--- config.mk ---
export PLATFORM = sky130hd
export DESIGN_NAME = spw_pwm_out_d
export DESIGN_NICKNAME = d
export VERILOG_FILES = /design/src/spw_pkg.sv /design/src/spw_spi_byte.sv /design/src/spw_pwm_out_d.sv
export SDC_FILE = /design/constraint.sdc
export NUM_CORES = 1
export LEC_CHECK = 0
export ABC_AREA = 1
export BUFFER_PORTS_ARGS = -buffer_cell sky130_fd_sc_hd__buf_2
export CAP_MARGIN = 0
export CORE_MARGIN = 5
export CORE_UTILIZATION = 42
export CTS_CLUSTER_SIZE = 20
export DETAILED_ROUTE_END_ITERATION = 12
export GPL_TIMING_DRIVEN = 1
export SETUP_SLACK_MARGIN = 0.4
export SLEW_MARGIN = 20
export SYNTH_ARGS = -nofsm -noshare
export SYNTH_HDL_FRONTEND = slang
export SYNTH_SLANG_ARGS = --single-unit
--- constraint.sdc ---
create_clock -name ref_clk -period 8.75 [get_ports ref_clk]
set_input_delay 0.4375 -clock ref_clk [delete_from_list [all_inputs] [get_ports ref_clk]]
set_output_delay 0.4375 -clock ref_clk [all_outputs]
set_load 0.01 [all_outputs]
--- src/spw_pkg.sv ---
// Constants and encodings for the shared-period four-channel PWM block
// Notes on behaviour
// - One common base period drives all four outputs; no per-channel period.
// - Period is unsigned 11 bits, 0..2047, in 40 ns ticks.
// - Period write: op 02, group AA, sub 00, flag 00, len 4, id 0035.
// - Period read: op 04, len 2, id 0035; answer op 05, len 4.
// - Duty write: id 0036, len 5, select 0..3 or 4 for all, value.
// - Output active for duty/period of each common period.
// - Duty at or above period keeps the output active all period.
// - Duty of zero keeps the output inactive forever.
// - Duty read: op 04, id 0036, len 3, select; answer len 4 with value.
// - Each packet ends in a sum of all bytes after the flag byte.
// - Accepted requests answer with both status bytes zero.
// - Corrupt requests set status bits; answer shortened to status bytes.
// - Operation byte: 02 write, 03 write answer, 04 read, 05 read answer.
// - Status byte 0: bit 0 checksum, higher bits header, address, execution.
// - Status byte 1 bit 3 flags too little or too much data.
package spw_pkg;
    // Operation, group and identifier codes
    localparam logic [7:0] OP_WRITE = 8'h02;
    localparam logic [7:0] WRITE_RESPONSE_CODE = 8'h03;
    localparam logic [7:0] OP_READ = 8'h04;
    localparam logic [7:0] READ_RESPONSE_CODE = 8'h05;
    localparam logic [7:0] GROUP_EXT = 8'haa;
    localparam logic [15:0] ID_PERIOD = 16'h0035;
    localparam logic [15:0] ID_DUTY = 16'h0036;
    localparam logic [7:0] SEL_ALL = 8'h04;
    // Expected payload lengths
    localparam logic [15:0] LEN_PER_WR = 16'h0004;
    localparam logic [15:0] LEN_PER_RD = 16'h0002;
    localparam logic [15:0] LEN_DUTY_WR = 16'h0005;
    localparam logic [15:0] LEN_DUTY_RD = 16'h0003;
    localparam logic [7:0] RSP_LEN_SHORT = 8'h02;
    localparam logic [7:0] RSP_LEN_DATA = 8'h04;
    localparam logic [16:0] HDR_BYTES = 17'h00006;
    localparam logic [16:0] SUM_START = 17'h00004;
    // Status bit positions
    localparam int S0_CHECKSUM = 0;
    localparam int S0_OP = 1;
    localparam int S0_GROUP = 2;
    localparam int S0_SUB = 3;
    localparam int S0_FLAG = 4;
    localparam int S0_ADDR = 5;
    localparam int S0_EXEC = 6;
    localparam int S1_LENGTH = 3;
    // Tick timing
    localparam int CLK_PERIOD_NS = 10;
    localparam int TICK_NS = 40;
    localparam int TICK_CYC = (TICK_NS + CLK_PERIOD_NS - 1) / CLK_PERIOD_NS;
    localparam logic [1:0] TICK_LAST = 2'(TICK_CYC - 1);
    // Reset values
    localparam logic [10:0] PERIOD_RST = 11'h000;
    localparam logic [10:0] DUTY_RST = 11'h000;
    localparam logic [7:0] CTRL_RST = 8'h01;
    localparam logic [2:0] MASK_RST = 3'h0;
    // Register byte offsets
    localparam logic [7:0] REG_CTRL = 8'h00;
    localparam logic [7:0] REG_STATUS = 8'h04;
    localparam logic [7:0] REG_MASK = 8'h08;
    localparam logic [7:0] REG_INFO = 8'h0c;
    // Event bits
    localparam int EV_OK = 0;
    localparam int EV_FAULT = 1;
    localparam int EV_DRAINED = 2;
endpackage : spw_pkg

--- src/spw_spi_byte.sv ---
// Serial byte shifter sampling the link clock with the core clock
`timescale 1ns/1ps
module spw_spi_byte (
    input wire logic ref_clk,
    input wire logic rst_b,
    input wire logic spi_sclk,
    input wire logic spi_mosi,
    input wire logic spi_cs_b,
    input wire logic [7:0] tx_byte,
    output logic rx_valid,
    output logic [7:0] rx_byte,
    output logic frame_act,
    output logic spi_miso
);
    logic [2:0] sclk_q;
    logic [1:0] mosi_q;
    logic [2:0] cs_q;
    logic [2:0] cnt_q;
    logic [7:0] rx_q;
    logic [7:0] tx_q;
    logic valid_q;
    logic [7:0] byte_q;

    // Edges are taken only from the second and third stages
    wire sclk_rise = sclk_q[1] & ~sclk_q[2];
    wire sclk_fall = ~sclk_q[1] & sclk_q[2];
    wire active = ~cs_q[1];
    wire frame_start = ~cs_q[1] & cs_q[2];
    wire byte_done = active & sclk_rise & (cnt_q == 3'h7);

    // Two-stage synchronisers plus edge history
    always_ff @(posedge ref_clk or negedge rst_b) begin
        if (!rst_b) begin
            sclk_q <= 3'h0;
            mosi_q <= 2'h0;
            cs_q <= 3'h7;
        end else begin
            sclk_q <= {sclk_q[1:0], spi_sclk};
            mosi_q <= {mosi_q[0], spi_mosi};
            cs_q <= {cs_q[1:0], spi_cs_b};
        end
    end

    // Sample on rising, shift out on falling, msb first
    always_ff @(posedge ref_clk or negedge rst_b) begin
        if (!rst_b) begin
            cnt_q <= 3'h0;
            rx_q <= 8'h00;
            tx_q <= 8'h00;
        end else if (!active) begin
            cnt_q <= 3'h0;
        end else begin
            if (sclk_rise) begin
                cnt_q <= cnt_q + 3'h1;
                rx_q <= {rx_q[6:0], mosi_q[1]};
            end
            if (frame_start || (sclk_fall && cnt_q == 3'h0)) begin
                tx_q <= tx_byte;
            end else if (sclk_fall) begin
                tx_q <= {tx_q[6:0], 1'b0};
            end
        end
    end

    // Completed byte strobe
    always_ff @(posedge ref_clk or negedge rst_b) begin
        if (!rst_b) begin
            valid_q <= 1'b0;
            byte_q <= 8'h00;
        end else begin
            valid_q <= byte_done;
            if (byte_done) begin
                byte_q <= {rx_q[6:0], mosi_q[1]};
            end
        end
    end

    assign rx_valid = valid_q;
    assign rx_byte = byte_q;
    assign frame_act = active;
    assign spi_miso = tx_q[7];
endmodule : spw_spi_byte

--- src/spw_pwm_out_d.sv ---
// Four-channel PWM with shared period, packet parser and Wishbone registers
`timescale 1ns/1ps
module spw_pwm_out_d (
    input wire logic ref_clk,
    input wire logic rst_b,
    input wire logic spi_sclk,
    input wire logic spi_mosi,
    input wire logic spi_cs_b,
    output logic spi_miso,
    output logic resp_pending,
    input wire logic wb_cyc,
    input wire logic wb_stb,
    input wire logic wb_we,
    input wire logic [7:0] wb_adr,
    input wire logic [3:0] wb_sel,
    input wire logic [31:0] wb_dat_w,
    output logic [31:0] wb_dat_r,
    output logic wb_ack,
    output logic irq,
    output logic pwm_out_a,
    output logic pwm_out_b,
    output logic pwm_out_c,
    output logic pwm_out_d
);
    // Response byte for a given position
    function automatic logic [7:0] rsp_byte(input logic [3:0] i,
        input logic [7:0] op, input logic [7:0] ln, input logic [7:0] s0,
        input logic [7:0] s1, input logic [7:0] d0, input logic [7:0] d1);
        logic [7:0] ck;
        ck = ln + s0 + s1 + ((ln == spw_pkg::RSP_LEN_DATA) ? d0 + d1 : 8'h00);
        case (i)
            4'h0: rsp_byte = op;
            4'h1: rsp_byte = spw_pkg::GROUP_EXT;
            4'h4: rsp_byte = ln;
            4'h6: rsp_byte = s0;
            4'h7: rsp_byte = s1;
            4'h8: rsp_byte = (ln == spw_pkg::RSP_LEN_DATA) ? d0 : ck;
            4'h9: rsp_byte = d1;
            4'ha: rsp_byte = ck;
            default: rsp_byte = 8'h00;
        endcase
    endfunction : rsp_byte

    logic rx_valid;
    logic [7:0] rx_byte;
    logic frame_act;
    logic frame_q;
    logic [16:0] idx_q;
    logic [15:0] len_q;
    logic [7:0] sum_q;
    logic [7:0] op_q, grp_q, sub_q, flg_q;
    logic [7:0] dat_q [0:4];
    logic rsp_ready_q;
    logic [3:0] tx_idx_q;
    logic [7:0] rop_q, rlen_q, s0_q, s1_q, d0_q, d1_q;
    logic [10:0] per_sh_q, per_act_q;
    logic [10:0] duty_sh_q [0:3];
    logic [10:0] duty_act_q [0:3];
    logic [1:0] pre_q;
    logic [10:0] cnt_q;
    logic [3:0] pwm_q;
    logic [7:0] ctrl_q;
    logic [2:0] sts_q, mask_q;
    logic ack_q, irq_q;
    logic [31:0] rdat_q;
    logic [7:0] tx_byte;

    spw_spi_byte u_link (
        .ref_clk(ref_clk),
        .rst_b(rst_b),
        .spi_sclk(spi_sclk),
        .spi_mosi(spi_mosi),
        .spi_cs_b(spi_cs_b),
        .tx_byte(tx_byte),
        .rx_valid(rx_valid),
        .rx_byte(rx_byte),
        .frame_act(frame_act),
        .spi_miso(spi_miso)
    );

    // Byte routing: a pending response owns the link until drained
    assign tx_byte = rsp_ready_q ? rsp_byte(tx_idx_q, rop_q, rlen_q,
        s0_q, s1_q, d0_q, d1_q) : 8'h00;
    wire req_byte = rx_valid & ~rsp_ready_q;
    wire frame_end = frame_q & ~frame_act;
    wire [16:0] last_idx = {1'b0, len_q} + spw_pkg::HDR_BYTES;
    wire pkt_last = req_byte & (idx_q >= spw_pkg::HDR_BYTES)
        & (idx_q == last_idx);
    wire [16:0] di = idx_q - spw_pkg::HDR_BYTES;
    wire store_dat = (idx_q >= spw_pkg::HDR_BYTES) & (di < 17'd5);
    wire [3:0] tx_last = 4'(rlen_q + 8'h06);
    wire drained = rx_valid & rsp_ready_q & (tx_idx_q == tx_last);

    // Request decode at the checksum byte
    wire [15:0] id = {dat_q[1], dat_q[0]};
    wire is_wr = (op_q == spw_pkg::OP_WRITE);
    wire is_rd = (op_q == spw_pkg::OP_READ);
    wire is_per = (id == spw_pkg::ID_PERIOD);
    wire is_duty = (id == spw_pkg::ID_DUTY);
    wire [15:0] exp_len = is_per ?
        (is_wr ? spw_pkg::LEN_PER_WR : spw_pkg::LEN_PER_RD) :
        (is_wr ? spw_pkg::LEN_DUTY_WR : spw_pkg::LEN_DUTY_RD);
    wire [15:0] wval = is_per ? {dat_q[3], dat_q[2]} : {dat_q[4], dat_q[3]};
    wire [7:0] chan = dat_q[2];
    wire ck_bad = (sum_q != rx_byte);
    wire hdr_bad = ~(is_wr | is_rd) | (grp_q != spw_pkg::GROUP_EXT)
        | (sub_q != 8'h00) | (flg_q != 8'h00);
    wire addr_bad = ~(is_per | is_duty);
    wire len_bad = ~hdr_bad & ~addr_bad & (len_q != exp_len);
    wire pre_ok = ~ck_bad & ~hdr_bad & ~addr_bad & ~len_bad;
    wire exe_bad = pre_ok & ((is_wr & (wval[15:11] != 5'h00))
        | (is_duty & is_wr & (chan > spw_pkg::SEL_ALL))
        | (is_duty & is_rd & (chan >= spw_pkg::SEL_ALL)));
    wire [7:0] s0_d = {1'b0, exe_bad, ~hdr_bad & addr_bad,
        flg_q != 8'h00, sub_q != 8'h00, grp_q != spw_pkg::GROUP_EXT,
        ~(is_wr | is_rd), ck_bad};
    wire [7:0] s1_d = {4'h0, len_bad, 3'h0};
    wire any_err = (s0_d != 8'h00) | (s1_d != 8'h00);
    wire apply_wr = pkt_last & ~any_err & is_wr;
    wire [10:0] rd_val = is_per ? per_sh_q : duty_sh_q[chan[1:0]];

    // Parser state: byte index, header bytes and running sum
    always_ff @(posedge ref_clk or negedge rst_b) begin
        if (!rst_b) begin
            frame_q <= 1'b0;
            idx_q <= 17'h0;
            len_q <= 16'h0;
            sum_q <= 8'h00;
            {op_q, grp_q, sub_q, flg_q} <= 32'h0;
        end else begin
            frame_q <= frame_act;
            if (frame_end || pkt_last) begin
                idx_q <= 17'h0;
                sum_q <= 8'h00;
            end else if (req_byte) begin
                idx_q <= idx_q + 17'h1;
                if (idx_q >= spw_pkg::SUM_START) begin
                    sum_q <= sum_q + rx_byte;
                end
                case (idx_q)
                    17'h0: op_q <= rx_byte;
                    17'h1: grp_q <= rx_byte;
                    17'h2: sub_q <= rx_byte;
                    17'h3: flg_q <= rx_byte;
                    17'h4: len_q[7:0] <= rx_byte;
                    17'h5: len_q[15:8] <= rx_byte;
                    default: ;
                endcase
            end
        end
    end

    // Payload bytes kept for decode
    always_ff @(posedge ref_clk or negedge rst_b) begin
        if (!rst_b) begin
            for (int i = 0; i < 5; i++) dat_q[i] <= 8'h00;
        end else if (req_byte && store_dat && !pkt_last) begin
            dat_q[di[2:0]] <= rx_byte;
        end
    end

    // Response latch and read-out position
    always_ff @(posedge ref_clk or negedge rst_b) begin
        if (!rst_b) begin
            rsp_ready_q <= 1'b0;
            tx_idx_q <= 4'h0;
            {rop_q, rlen_q, s0_q, s1_q, d0_q, d1_q} <= 48'h0;
        end else begin
            if (pkt_last) begin
                rsp_ready_q <= 1'b1;
                rop_q <= is_rd ? spw_pkg::READ_RESPONSE_CODE
                    : spw_pkg::WRITE_RESPONSE_CODE;
                rlen_q <= (is_rd && !any_err) ? spw_pkg::RSP_LEN_DATA
                    : spw_pkg::RSP_LEN_SHORT;
                s0_q <= s0_d;
                s1_q <= s1_d;
                d0_q <= rd_val[7:0];
                d1_q <= {5'h00, rd_val[10:8]};
            end else if (drained) begin
                rsp_ready_q <= 1'b0;
            end
            if (frame_end || drained) begin
                tx_idx_q <= 4'h0;
            end else if (rx_valid && rsp_ready_q) begin
                tx_idx_q <= tx_idx_q + 4'h1;
            end
        end
    end

    // Programmed values; duty select 4 writes every channel
    always_ff @(posedge ref_clk or negedge rst_b) begin
        if (!rst_b) begin
            per_sh_q <= spw_pkg::PERIOD_RST;
            for (int i = 0; i < 4; i++) duty_sh_q[i] <= spw_pkg::DUTY_RST;
        end else if (apply_wr) begin
            if (is_per) begin
                per_sh_q <= wval[10:0];
            end
            for (int i = 0; i < 4; i++) begin
                if (is_duty && (chan == spw_pkg::SEL_ALL || chan == 8'(i))) begin
                    duty_sh_q[i] <= wval[10:0];
                end
            end
        end
    end

    // Tick prescaler and shared period counter
    wire run = ctrl_q[0];
    wire tick = run & (pre_q == spw_pkg::TICK_LAST);
    wire per_end = ({1'b0, cnt_q} + 12'h001) >= {1'b0, per_act_q};
    wire bound = ~run | (tick & per_end);
    always_ff @(posedge ref_clk or negedge rst_b) begin
        if (!rst_b) begin
            pre_q <= 2'h0;
            cnt_q <= 11'h000;
        end else begin
            pre_q <= (tick || !run) ? 2'h0 : pre_q + 2'h1;
            if (bound) begin
                cnt_q <= 11'h000;
            end else if (tick) begin
                cnt_q <= cnt_q + 11'h001;
            end
        end
    end

    // Active values reload only at the boundary
    always_ff @(posedge ref_clk or negedge rst_b) begin
        if (!rst_b) begin
            per_act_q <= spw_pkg::PERIOD_RST;
            for (int i = 0; i < 4; i++) duty_act_q[i] <= spw_pkg::DUTY_RST;
        end else if (bound) begin
            per_act_q <= per_sh_q;
            for (int i = 0; i < 4; i++) duty_act_q[i] <= duty_sh_q[i];
        end
    end

    // Output compare per channel
    always_ff @(posedge ref_clk or negedge rst_b) begin
        if (!rst_b) begin
            pwm_q <= 4'h0;
        end else begin
            for (int i = 0; i < 4; i++) begin
                pwm_q[i] <= run && (duty_act_q[i] != 11'h000)
                    && (duty_act_q[i] >= per_act_q
                    || cnt_q < duty_act_q[i]);
            end
        end
    end

    // Wishbone decode
    wire wb_req = wb_cyc & wb_stb & ~ack_q;
    wire wr_ctrl = wb_req & wb_we & wb_sel[0] & (wb_adr == spw_pkg::REG_CTRL);
    wire wr_mask = wb_req & wb_we & wb_sel[0] & (wb_adr == spw_pkg::REG_MASK);
    wire rd_sts = wb_req & ~wb_we & (wb_adr == spw_pkg::REG_STATUS);
    wire [2:0] ev = {drained, pkt_last & any_err, pkt_last & ~any_err};
    wire [2:0] sts_d = (sts_q & ~{3{rd_sts}}) | ev;
    wire [31:0] rd_mux = (wb_adr == spw_pkg::REG_CTRL) ? {24'h0, ctrl_q} :
        (wb_adr == spw_pkg::REG_STATUS) ? {29'h0, sts_q} :
        (wb_adr == spw_pkg::REG_MASK) ? {29'h0, mask_q} :
        (wb_adr == spw_pkg::REG_INFO) ? {s1_q, s0_q, 5'h00, per_act_q} :
        32'h0;

    // Register file, sticky status with set over clear
    always_ff @(posedge ref_clk or negedge rst_b) begin
        if (!rst_b) begin
            ctrl_q <= spw_pkg::CTRL_RST;
            mask_q <= spw_pkg::MASK_RST;
            sts_q <= 3'h0;
            ack_q <= 1'b0;
            rdat_q <= 32'h0;
            irq_q <= 1'b0;
        end else begin
            if (wr_ctrl) ctrl_q <= wb_dat_w[7:0];
            if (wr_mask) mask_q <= wb_dat_w[2:0];
            sts_q <= sts_d;
            ack_q <= wb_req;
            if (wb_req && !wb_we) rdat_q <= rd_mux;
            irq_q <= (sts_d & mask_q) != 3'h0;
        end
    end

    assign wb_ack = ack_q;
    assign wb_dat_r = rdat_q;
    assign irq = irq_q;
    assign resp_pending = rsp_ready_q;
    assign pwm_out_a = pwm_q[0];
    assign pwm_out_b = pwm_q[1];
    assign pwm_out_c = pwm_q[2];
    assign pwm_out_d = pwm_q[3];

    // Checks on timing and decode
    tick_spacing_a: assert property (@(posedge ref_clk) disable iff (!rst_b)
        tick && run |=> !tick [*3] ##1 (tick || !run))
        else $error("tick spacing wrong");
    period_load_a: assert property (@(posedge ref_clk) disable iff (!rst_b)
        bound |=> per_act_q == $past(per_sh_q))
        else $error("period not loaded at boundary");
    hold_mid_a: assert property (@(posedge ref_clk) disable iff (!rst_b)
        !bound |=> $stable(per_act_q) && $stable(duty_act_q[2]))
        else $error("values changed mid period");
    zero_duty_a: assert property (@(posedge ref_clk) disable iff (!rst_b)
        duty_act_q[0] == 11'h000 |=> !pwm_q[0])
        else $error("zero duty output active");
    full_duty_a: assert property (@(posedge ref_clk) disable iff (!rst_b)
        run && duty_act_q[2] != 11'h000 && duty_act_q[2] >= per_act_q
        |=> pwm_q[2])
        else $error("full duty output dropped");
    duty_off_a: assert property (@(posedge ref_clk) disable iff (!rst_b)
        duty_act_q[3] < per_act_q && cnt_q >= duty_act_q[3]
        |=> !pwm_q[3])
        else $error("output active past duty");
    ok_status_a: assert property (@(posedge ref_clk) disable iff (!rst_b)
        pkt_last && !any_err |=> rsp_ready_q && s0_q == 8'h00
        && s1_q == 8'h00)
        else $error("accepted request status not zero");
    sum_fault_a: assert property (@(posedge ref_clk) disable iff (!rst_b)
        pkt_last && ck_bad |=> s0_q[spw_pkg::S0_CHECKSUM]
        && rlen_q == spw_pkg::RSP_LEN_SHORT)
        else $error("checksum fault not flagged");
    len_fault_a: assert property (@(posedge ref_clk) disable iff (!rst_b)
        pkt_last && len_bad |=> s1_q[spw_pkg::S1_LENGTH])
        else $error("length fault not flagged");
    wb_ack_a: assert property (@(posedge ref_clk) disable iff (!rst_b)
        wb_req |=> wb_ack ##1 !wb_ack)
        else $error("bus answer timing wrong");
    per_write_c: cover property (@(posedge ref_clk) disable iff (!rst_b)
        apply_wr && is_per);
    duty_read_c: cover property (@(posedge ref_clk) disable iff (!rst_b)
        pkt_last && is_rd && is_duty && !any_err);
    drained_c: cover property (@(posedge ref_clk) disable iff (!rst_b)
        drained);
endmodule : spw_pwm_out_d

# Word level (Yosys, flattened, before mapping)
# Index checks and enable logic that the tools add are counted.
# word_totals
reg_bits,359
inputBits,52
out_inout_bits,40
word_cells,284
# op_classes
add_sub_neg,14
order_cmp,17
n_eq_ne,31
n_mux,37
bitwise,66
n_reduce_logical,70
# ops
cell,count
$mux 28,4
$mux 8,9
$pmux 8 s8,1
$mux 11,5
$ge 11x11->1,4
$lt 11x11->1,4
$reduce_bool 11->1,4
$bwmux 40,1
$and 1x1->1,37
$eq 17x2->1 const B,2
$eq 17x3->1 const B,2
$ge 17x3->1 const B,2
$mux 17,2
$eq 16x6->1 const B,2
$demux 8 s3,1
$eq 8x2->1 const B,3
$eq 8x3->1 const B,3
$reduce_bool 8->1,3
$bmux 11 s2,1
$mux 3,7
$logic_and 1x1->1,19
$reduce_and 3->1,6
$add 16x3->17 const B,1
$add 17x1->17 const B,1
52 further kinds,111

# Logic depth before layout (Yosys ltp)
# logic_depth
depth_word,19
depth_mapped,21

# Cells and area by module
# Synthesis repeated with hierarchy kept, for this count alone.
# hier_totals
cells_unflattened,2569
area_unflattened_um2,20068.0
# by_module_without_submodules
mod,n_inst,cells_per_inst,area_each_um2,seq_area_each_um2
spw_pwm_out_d,1,2414,18624.1,7633.6
spw_spi_byte,1,155,1443.9,879.6

# Worst setup path after synthesis
# Ideal clock, no wire load.
# synth_path
kind,reg2reg
startpoint,register rlen_q[1]
endpoint,register u_link.tx_q[7]
setup_ps,121
arrival_ps,3089
required_ps,8629
setup_slack_ps,5540
stages_incl_launch_ff,19
cell_sequence,dfrtp_1 > inv_1 > ha_1 > clkbuf_1 > o21ai_0 > a21oi_1 > fa_1 > fa_1 > nand3_1 > nand3_1 > nand2_1 > nand2_1 > a21oi_1 > xnor2_1 > a21oi_1 > o21ai_0 > nand2_1 > nand2_1 > nand2_1
# synth_between
elab_chain_cells,7
# synth_lines
element,line_no,text
from (decl),spw_pwm_out_d.sv:55,"logic [7:0] rop_q, rlen_q, s0_q, s1_q, d0_q, d1_q;"
from (signal assigned),spw_pwm_out_d.sv:173,rlen_q <= (is_rd && !any_err) ? spw_pkg::RSP_LEN_DATA
$add 3x7->8 or $eq 3x3->1 (tied branches),"spw_pwm_out_d.sv:30, spw_pwm_out_d.sv:37",
$add 8x4->8 or $mux 8 (tied branches),spw_pwm_out_d.sv:30,ck = ln + s0 + s1 + ((ln == spw_pkg::RSP_LEN_DATA) ? d0 + d1 : 8'h00);
$add 8x8->8,spw_pwm_out_d.sv:30,
$mux 8,spw_pwm_out_d.sv:37,4'h8: rsp_byte = (ln == spw_pkg::RSP_LEN_DATA) ? d0 : ck;
$pmux 8 s8 (*),spw_pwm_out_d.sv:31,case (i)
$mux 8 (*),spw_pwm_out_d.sv:82,"assign tx_byte = rsp_ready_q ? rsp_byte(tx_idx_q, rop_q, rlen_q,"
$mux 8 (*),spw_spi_byte.sv:57,if (frame_start || (sclk_fall && cnt_q == 3'h0)) begin
to (signal assigned),spw_spi_byte.sv:58,tx_q <= tx_byte;
to (signal assigned),spw_spi_byte.sv:60,"tx_q <= {tx_q[6:0], 1'b0};"
to (decl),spw_spi_byte.sv:20,logic [7:0] tx_q;
# Every way passes the cells marked *; elsewhere a longest branch is shown, timed or not.
# A chain may end at the register's enable or synchronous reset.

# Worst setup path in the final report
# layout_path
startpoint,register cnt_q[1]
endpoint,register duty_act_q[34] (netlist bit)
# layout_between
elab_chain_cells,4
# layout_lines
element,line_no,text
from (decl),spw_pwm_out_d.sv:60,logic [10:0] cnt_q;
from (signal assigned),spw_pwm_out_d.sv:221,cnt_q <= cnt_q + 11'h001;
$add 11x1->12,spw_pwm_out_d.sv:210,"wire per_end = ({1'b0, cnt_q} + 12'h001) >= {1'b0, per_act_q};"
$ge 12x11->1,spw_pwm_out_d.sv:210,
$and 1x1->1,spw_pwm_out_d.sv:211,wire bound = ~run | (tick & per_end);
$or 1x1->1,spw_pwm_out_d.sv:211,
to (decl),spw_pwm_out_d.sv:58,logic [10:0] duty_act_q [0:3];
# Every way passes these cells.

==> impl_metrics.ini <==
[timing]
period_needed_ns = 4.18
drv_slew = 0
slew_headroom_pct = 30.5
grt_setup_unrepaired = no
setup_violations = 0
hold_viol = 0
fin_setup_tns_ns = 0
fin_skew_ns = 0.0240
tightest_slew_ns = 1.04
period_share_pct = 47.8
clock.fmax_mhz = 239

[setup_path]
cp-start-kind = flop
crit_path_end_kind = flop
r2r_setup_slack_ns = 4.57
path_class = flop to flop
arrival_ns = 4.60
cp_max_fo = 55
crit_required_ns = 9.17

[logic_synthesis]
synth_area_um2 = 19800
netlist_instances = 2515
ys_types = 53
synth-main-ff-cell = dfrtp_1
synth.yosys.seq_area_share_pct = 43.1
async_reset_ff_share_pct = 100
avgSynthCellArea_um2 = 7.86
synth_edf_count = 0
ys_ff_latch = 340
synth_warnings = 0

[floorplan]
die_w_um = 227
ioPinCount = 92
rows = 79
dieArea_um2 = 51500
core_um2 = 46600
start_util_pct = 42.5
die_h_um = 227

[placed_design]
dpl.cell_count = 3102
detailed_place_hpwl_um = 38500
portBuffers = 51
placed_cell_area_um2 = 20400
place_congestion = 0.875

[cells_and_area]
fin_area_um2 = 21900
fill_cells = 4542
final_cell_count_no_fill = 3179
drive_above_1_share_pct = 7.31
syn_to_final_growth_pct = 10.9
n_antenna_cell = 0
fin_nets = 2730

[power]
p_int_uw = 2740
p_sw_uw = 747
seqPwrFrac_pct = 45.6
powerDensity_nw_per_um2 = 159
ir_drop_mv = 0.169
leakage_uw = 0.0112
swShare_pct = 21.4
combPwrFrac_pct = 1.9
clkPwrFrac_pct = 52.5

[run]
cap_violations = 0

[hold_path]
hp-class = primary input to flop

[routing]
antenna_left = 0
num_vias = 16700
wl_per_cell_um = 17.0
viasPerCell = 5.25
drtIter0Drc = 1389
drtPass1Iterations = 5
totalWireLength_um = 54000
drc = 0

[outcome]
outcome = completed

[global_route]
antenna_found_initial = 0
overflow = 0
grt_start_max_net_pins = 176
globalRouteTotalUtil_pct = 21.1
grt_pass1_vias = 16200
grt_pass1_wl_um = 87800

[clock_network]
clk_pin_slew_ns = 0.06
cts_buffers = 40
post_cts_resized = 0
cts_max_path_buffers = 3
clock-sinks = 340
post_cts_buffers = 0
cts-root-buf = clkbuf_16
cts_tree = yes
h-tree-depth = 2
clk_latency_ns = 0.56
-- synth_stat cells, types with 4 or more instances --
master	n	area, um^2
nand2_1	652	2450
inv_1	363	1360
dfrtp_1	336	8410
o21ai_0	184	921
nor2_1	143	537
ha_1	131	1640
nand3_1	109	546
a21oi_1	91	455
nand4_1	91	569
o21ai_1	61	305
clkbuf_1	42	158
nor3_1	42	210
xor2_1	32	280
buf_2	22	110
buf_4	22	165
o22ai_1	20	125
o211ai_1	17	128
nor4_1	12	75.1
o31ai_1	12	90.1
a221oi_1	11	96.3
inv_2	11	41.3
nor2_2	10	62.6
nor2_4	9	101
a211oi_1	8	60.1
nand3_2	7	70.1
a21o_1	6	45.0
fa_1	6	120
mux2_2	5	56.3
o21ai_2	5	43.8
clkinv_1	4	15.0
dfstp_2	4	105
xnor2_1	4	35.0
-- cell type report --
class | count | area [um^2] | area share [%]
Multi-Input combinational cell | 1719 | 9410 | 42.9
Clock buffer | 56 | 1170 | 5.35
Clock inverter | 17 | 282 | 1.28
Tap cell | 607 | 759 | 3.46
Inverter | 378 | 1420 | 6.47
Timing Repair Buffer | 62 | 370 | 1.69
Sequential cell | 340 | 8510 | 38.8
-- cells in the final DEF (no fill, tap or decap), types with 12 or more instances in the layout --
| cell type | instances |
|---|---|
| nor3_1 | 42 |
| o211ai_1 | 17 |
| inv_1 | 363 |
| ha_1 | 131 |
| clkbuf_16 | 41 |
| nand4_1 | 91 |
| nand2_1 | 652 |
| nand3_1 | 109 |
| buf_2 | 50 |
| dfrtp_1 | 336 |
| o21ai_0 | 184 |
| o21ai_1 | 61 |
| xor2_1 | 32 |
| o22ai_1 | 20 |
| o31ai_1 | 12 |
| nor2_1 | 143 |
| conb_1 | 13 |
| a21oi_1 | 91 |
-- metrics by stage --
step | hold WS [ns] | power [uW] | utilization, % | worst slack, ns
final | 0.112 | 3490 | 47.1 | 4.57
after CTS | 0.0742 | 3540 | 47.1 | 4.55
after floorplan | 0.142 | 1640 | - | 5.54
after global placement | 0.335 | 1680 | 43.9 | 4.66
after detailed placement | 0.341 | 1690 | 43.9 | 4.61
after global routing | 0.104 | 3610 | 47.1 | 4.06
-- sequential cells by signal (all words and copies together) (netlist names), 7 cells and up --
name / flops
sum_q: 8
per_act_q: 11
wb_dat_r: 19
len_q: 16
ctrl_q: 8
sub_q: 8
chan: 8
duty_act_q: 44
u_link.rx_q: 7
op_q: 8
d0_q: 8
duty_sh_q: 44
u_link.rx_byte: 8
flg_q: 8
idx_q: 17
dat_q: 32
per_sh_q: 11
cnt_q: 11
s0_q: 7
grp_q: 8
u_link.tx_q: 8
-- final timing paths --
check / from / depth (start not counted) / to
setup / recovery: cnt_q[1] / 15 / duty_act_q[34]
hold / removal: wb_dat_w[6] / 2 / ctrl_q[6]
max in group asynchronous: rst_b / 3 / flg_q[3]
min in group asynchronous: rst_b / 2 / u_link.cnt_q[0]
hold reg to reg: u_link.mosi_q[0] / 0 / u_link.mosi_q[1]
setup reg to reg: cnt_q[1] / 15 / duty_act_q[34]
-- metal layers --
layer  vias to the layer above  global-route usage [%]  share of wire [%]
met5                         -                       0                  0
met4                         0                    5.81                2.5
met3                        82                    2.27                4.5
met2                       342                    33.6                 45
met1                      7969                    30.9                 48
li1                       8289                       -                  -
-- logic make-up (layout without fill, tap and decap cells) --
family,after synthesis,in the layout,share of synthesized area [%]
muxes,8,8,0.437
xor gates and xnor gates,36,36,1.60
and+or+nand+nor,1091,1091,24.2
other,1,13,0.0190
buffers and inverters,468,513,9.57
adders and majority gates,137,137,8.90
AOI/OAI and AO/OA,434,434,12.3
DFF,340,340,43.1
-- power groups by stage --
stage / Clock (uW) / Combinational [uW] / Sequential, uW
3_3_place_gp: 0 / 66.4 / 1620
6_report: 1830 / 66.9 / 1590
2_1_floorplan: 0 / 26.4 / 1620
5_1_grt: 1940 / 79.8 / 1590
3_5_place_dp: 0 / 67.8 / 1620
4_1_cts: 1880 / 69.5 / 1590
-- timing repair --
item	4_1_cts	5_1_grt
hold buffers	4	0
endpoints found under the setup margin	0	0
hold endpoints to repair	37	0
-- worst max-delay path, cell delays in order (launching register included) --
cell	delay [ns]
dfrtp_1	0.56
ha_1	0.27
nand3_1	0.16
nor3_1	0.28
nand3_1	0.17
nor3_1	0.22
xor2_1	0.12
ha_1	0.31
nand2_1	0.07
nor2_1	0.16
nand3b_1	0.11
nand3_1	0.10
nand2_1	0.13
nand2_2	0.64
buf_4	0.53
o21ai_0	0.16
(Power assumes the default switching activity.)
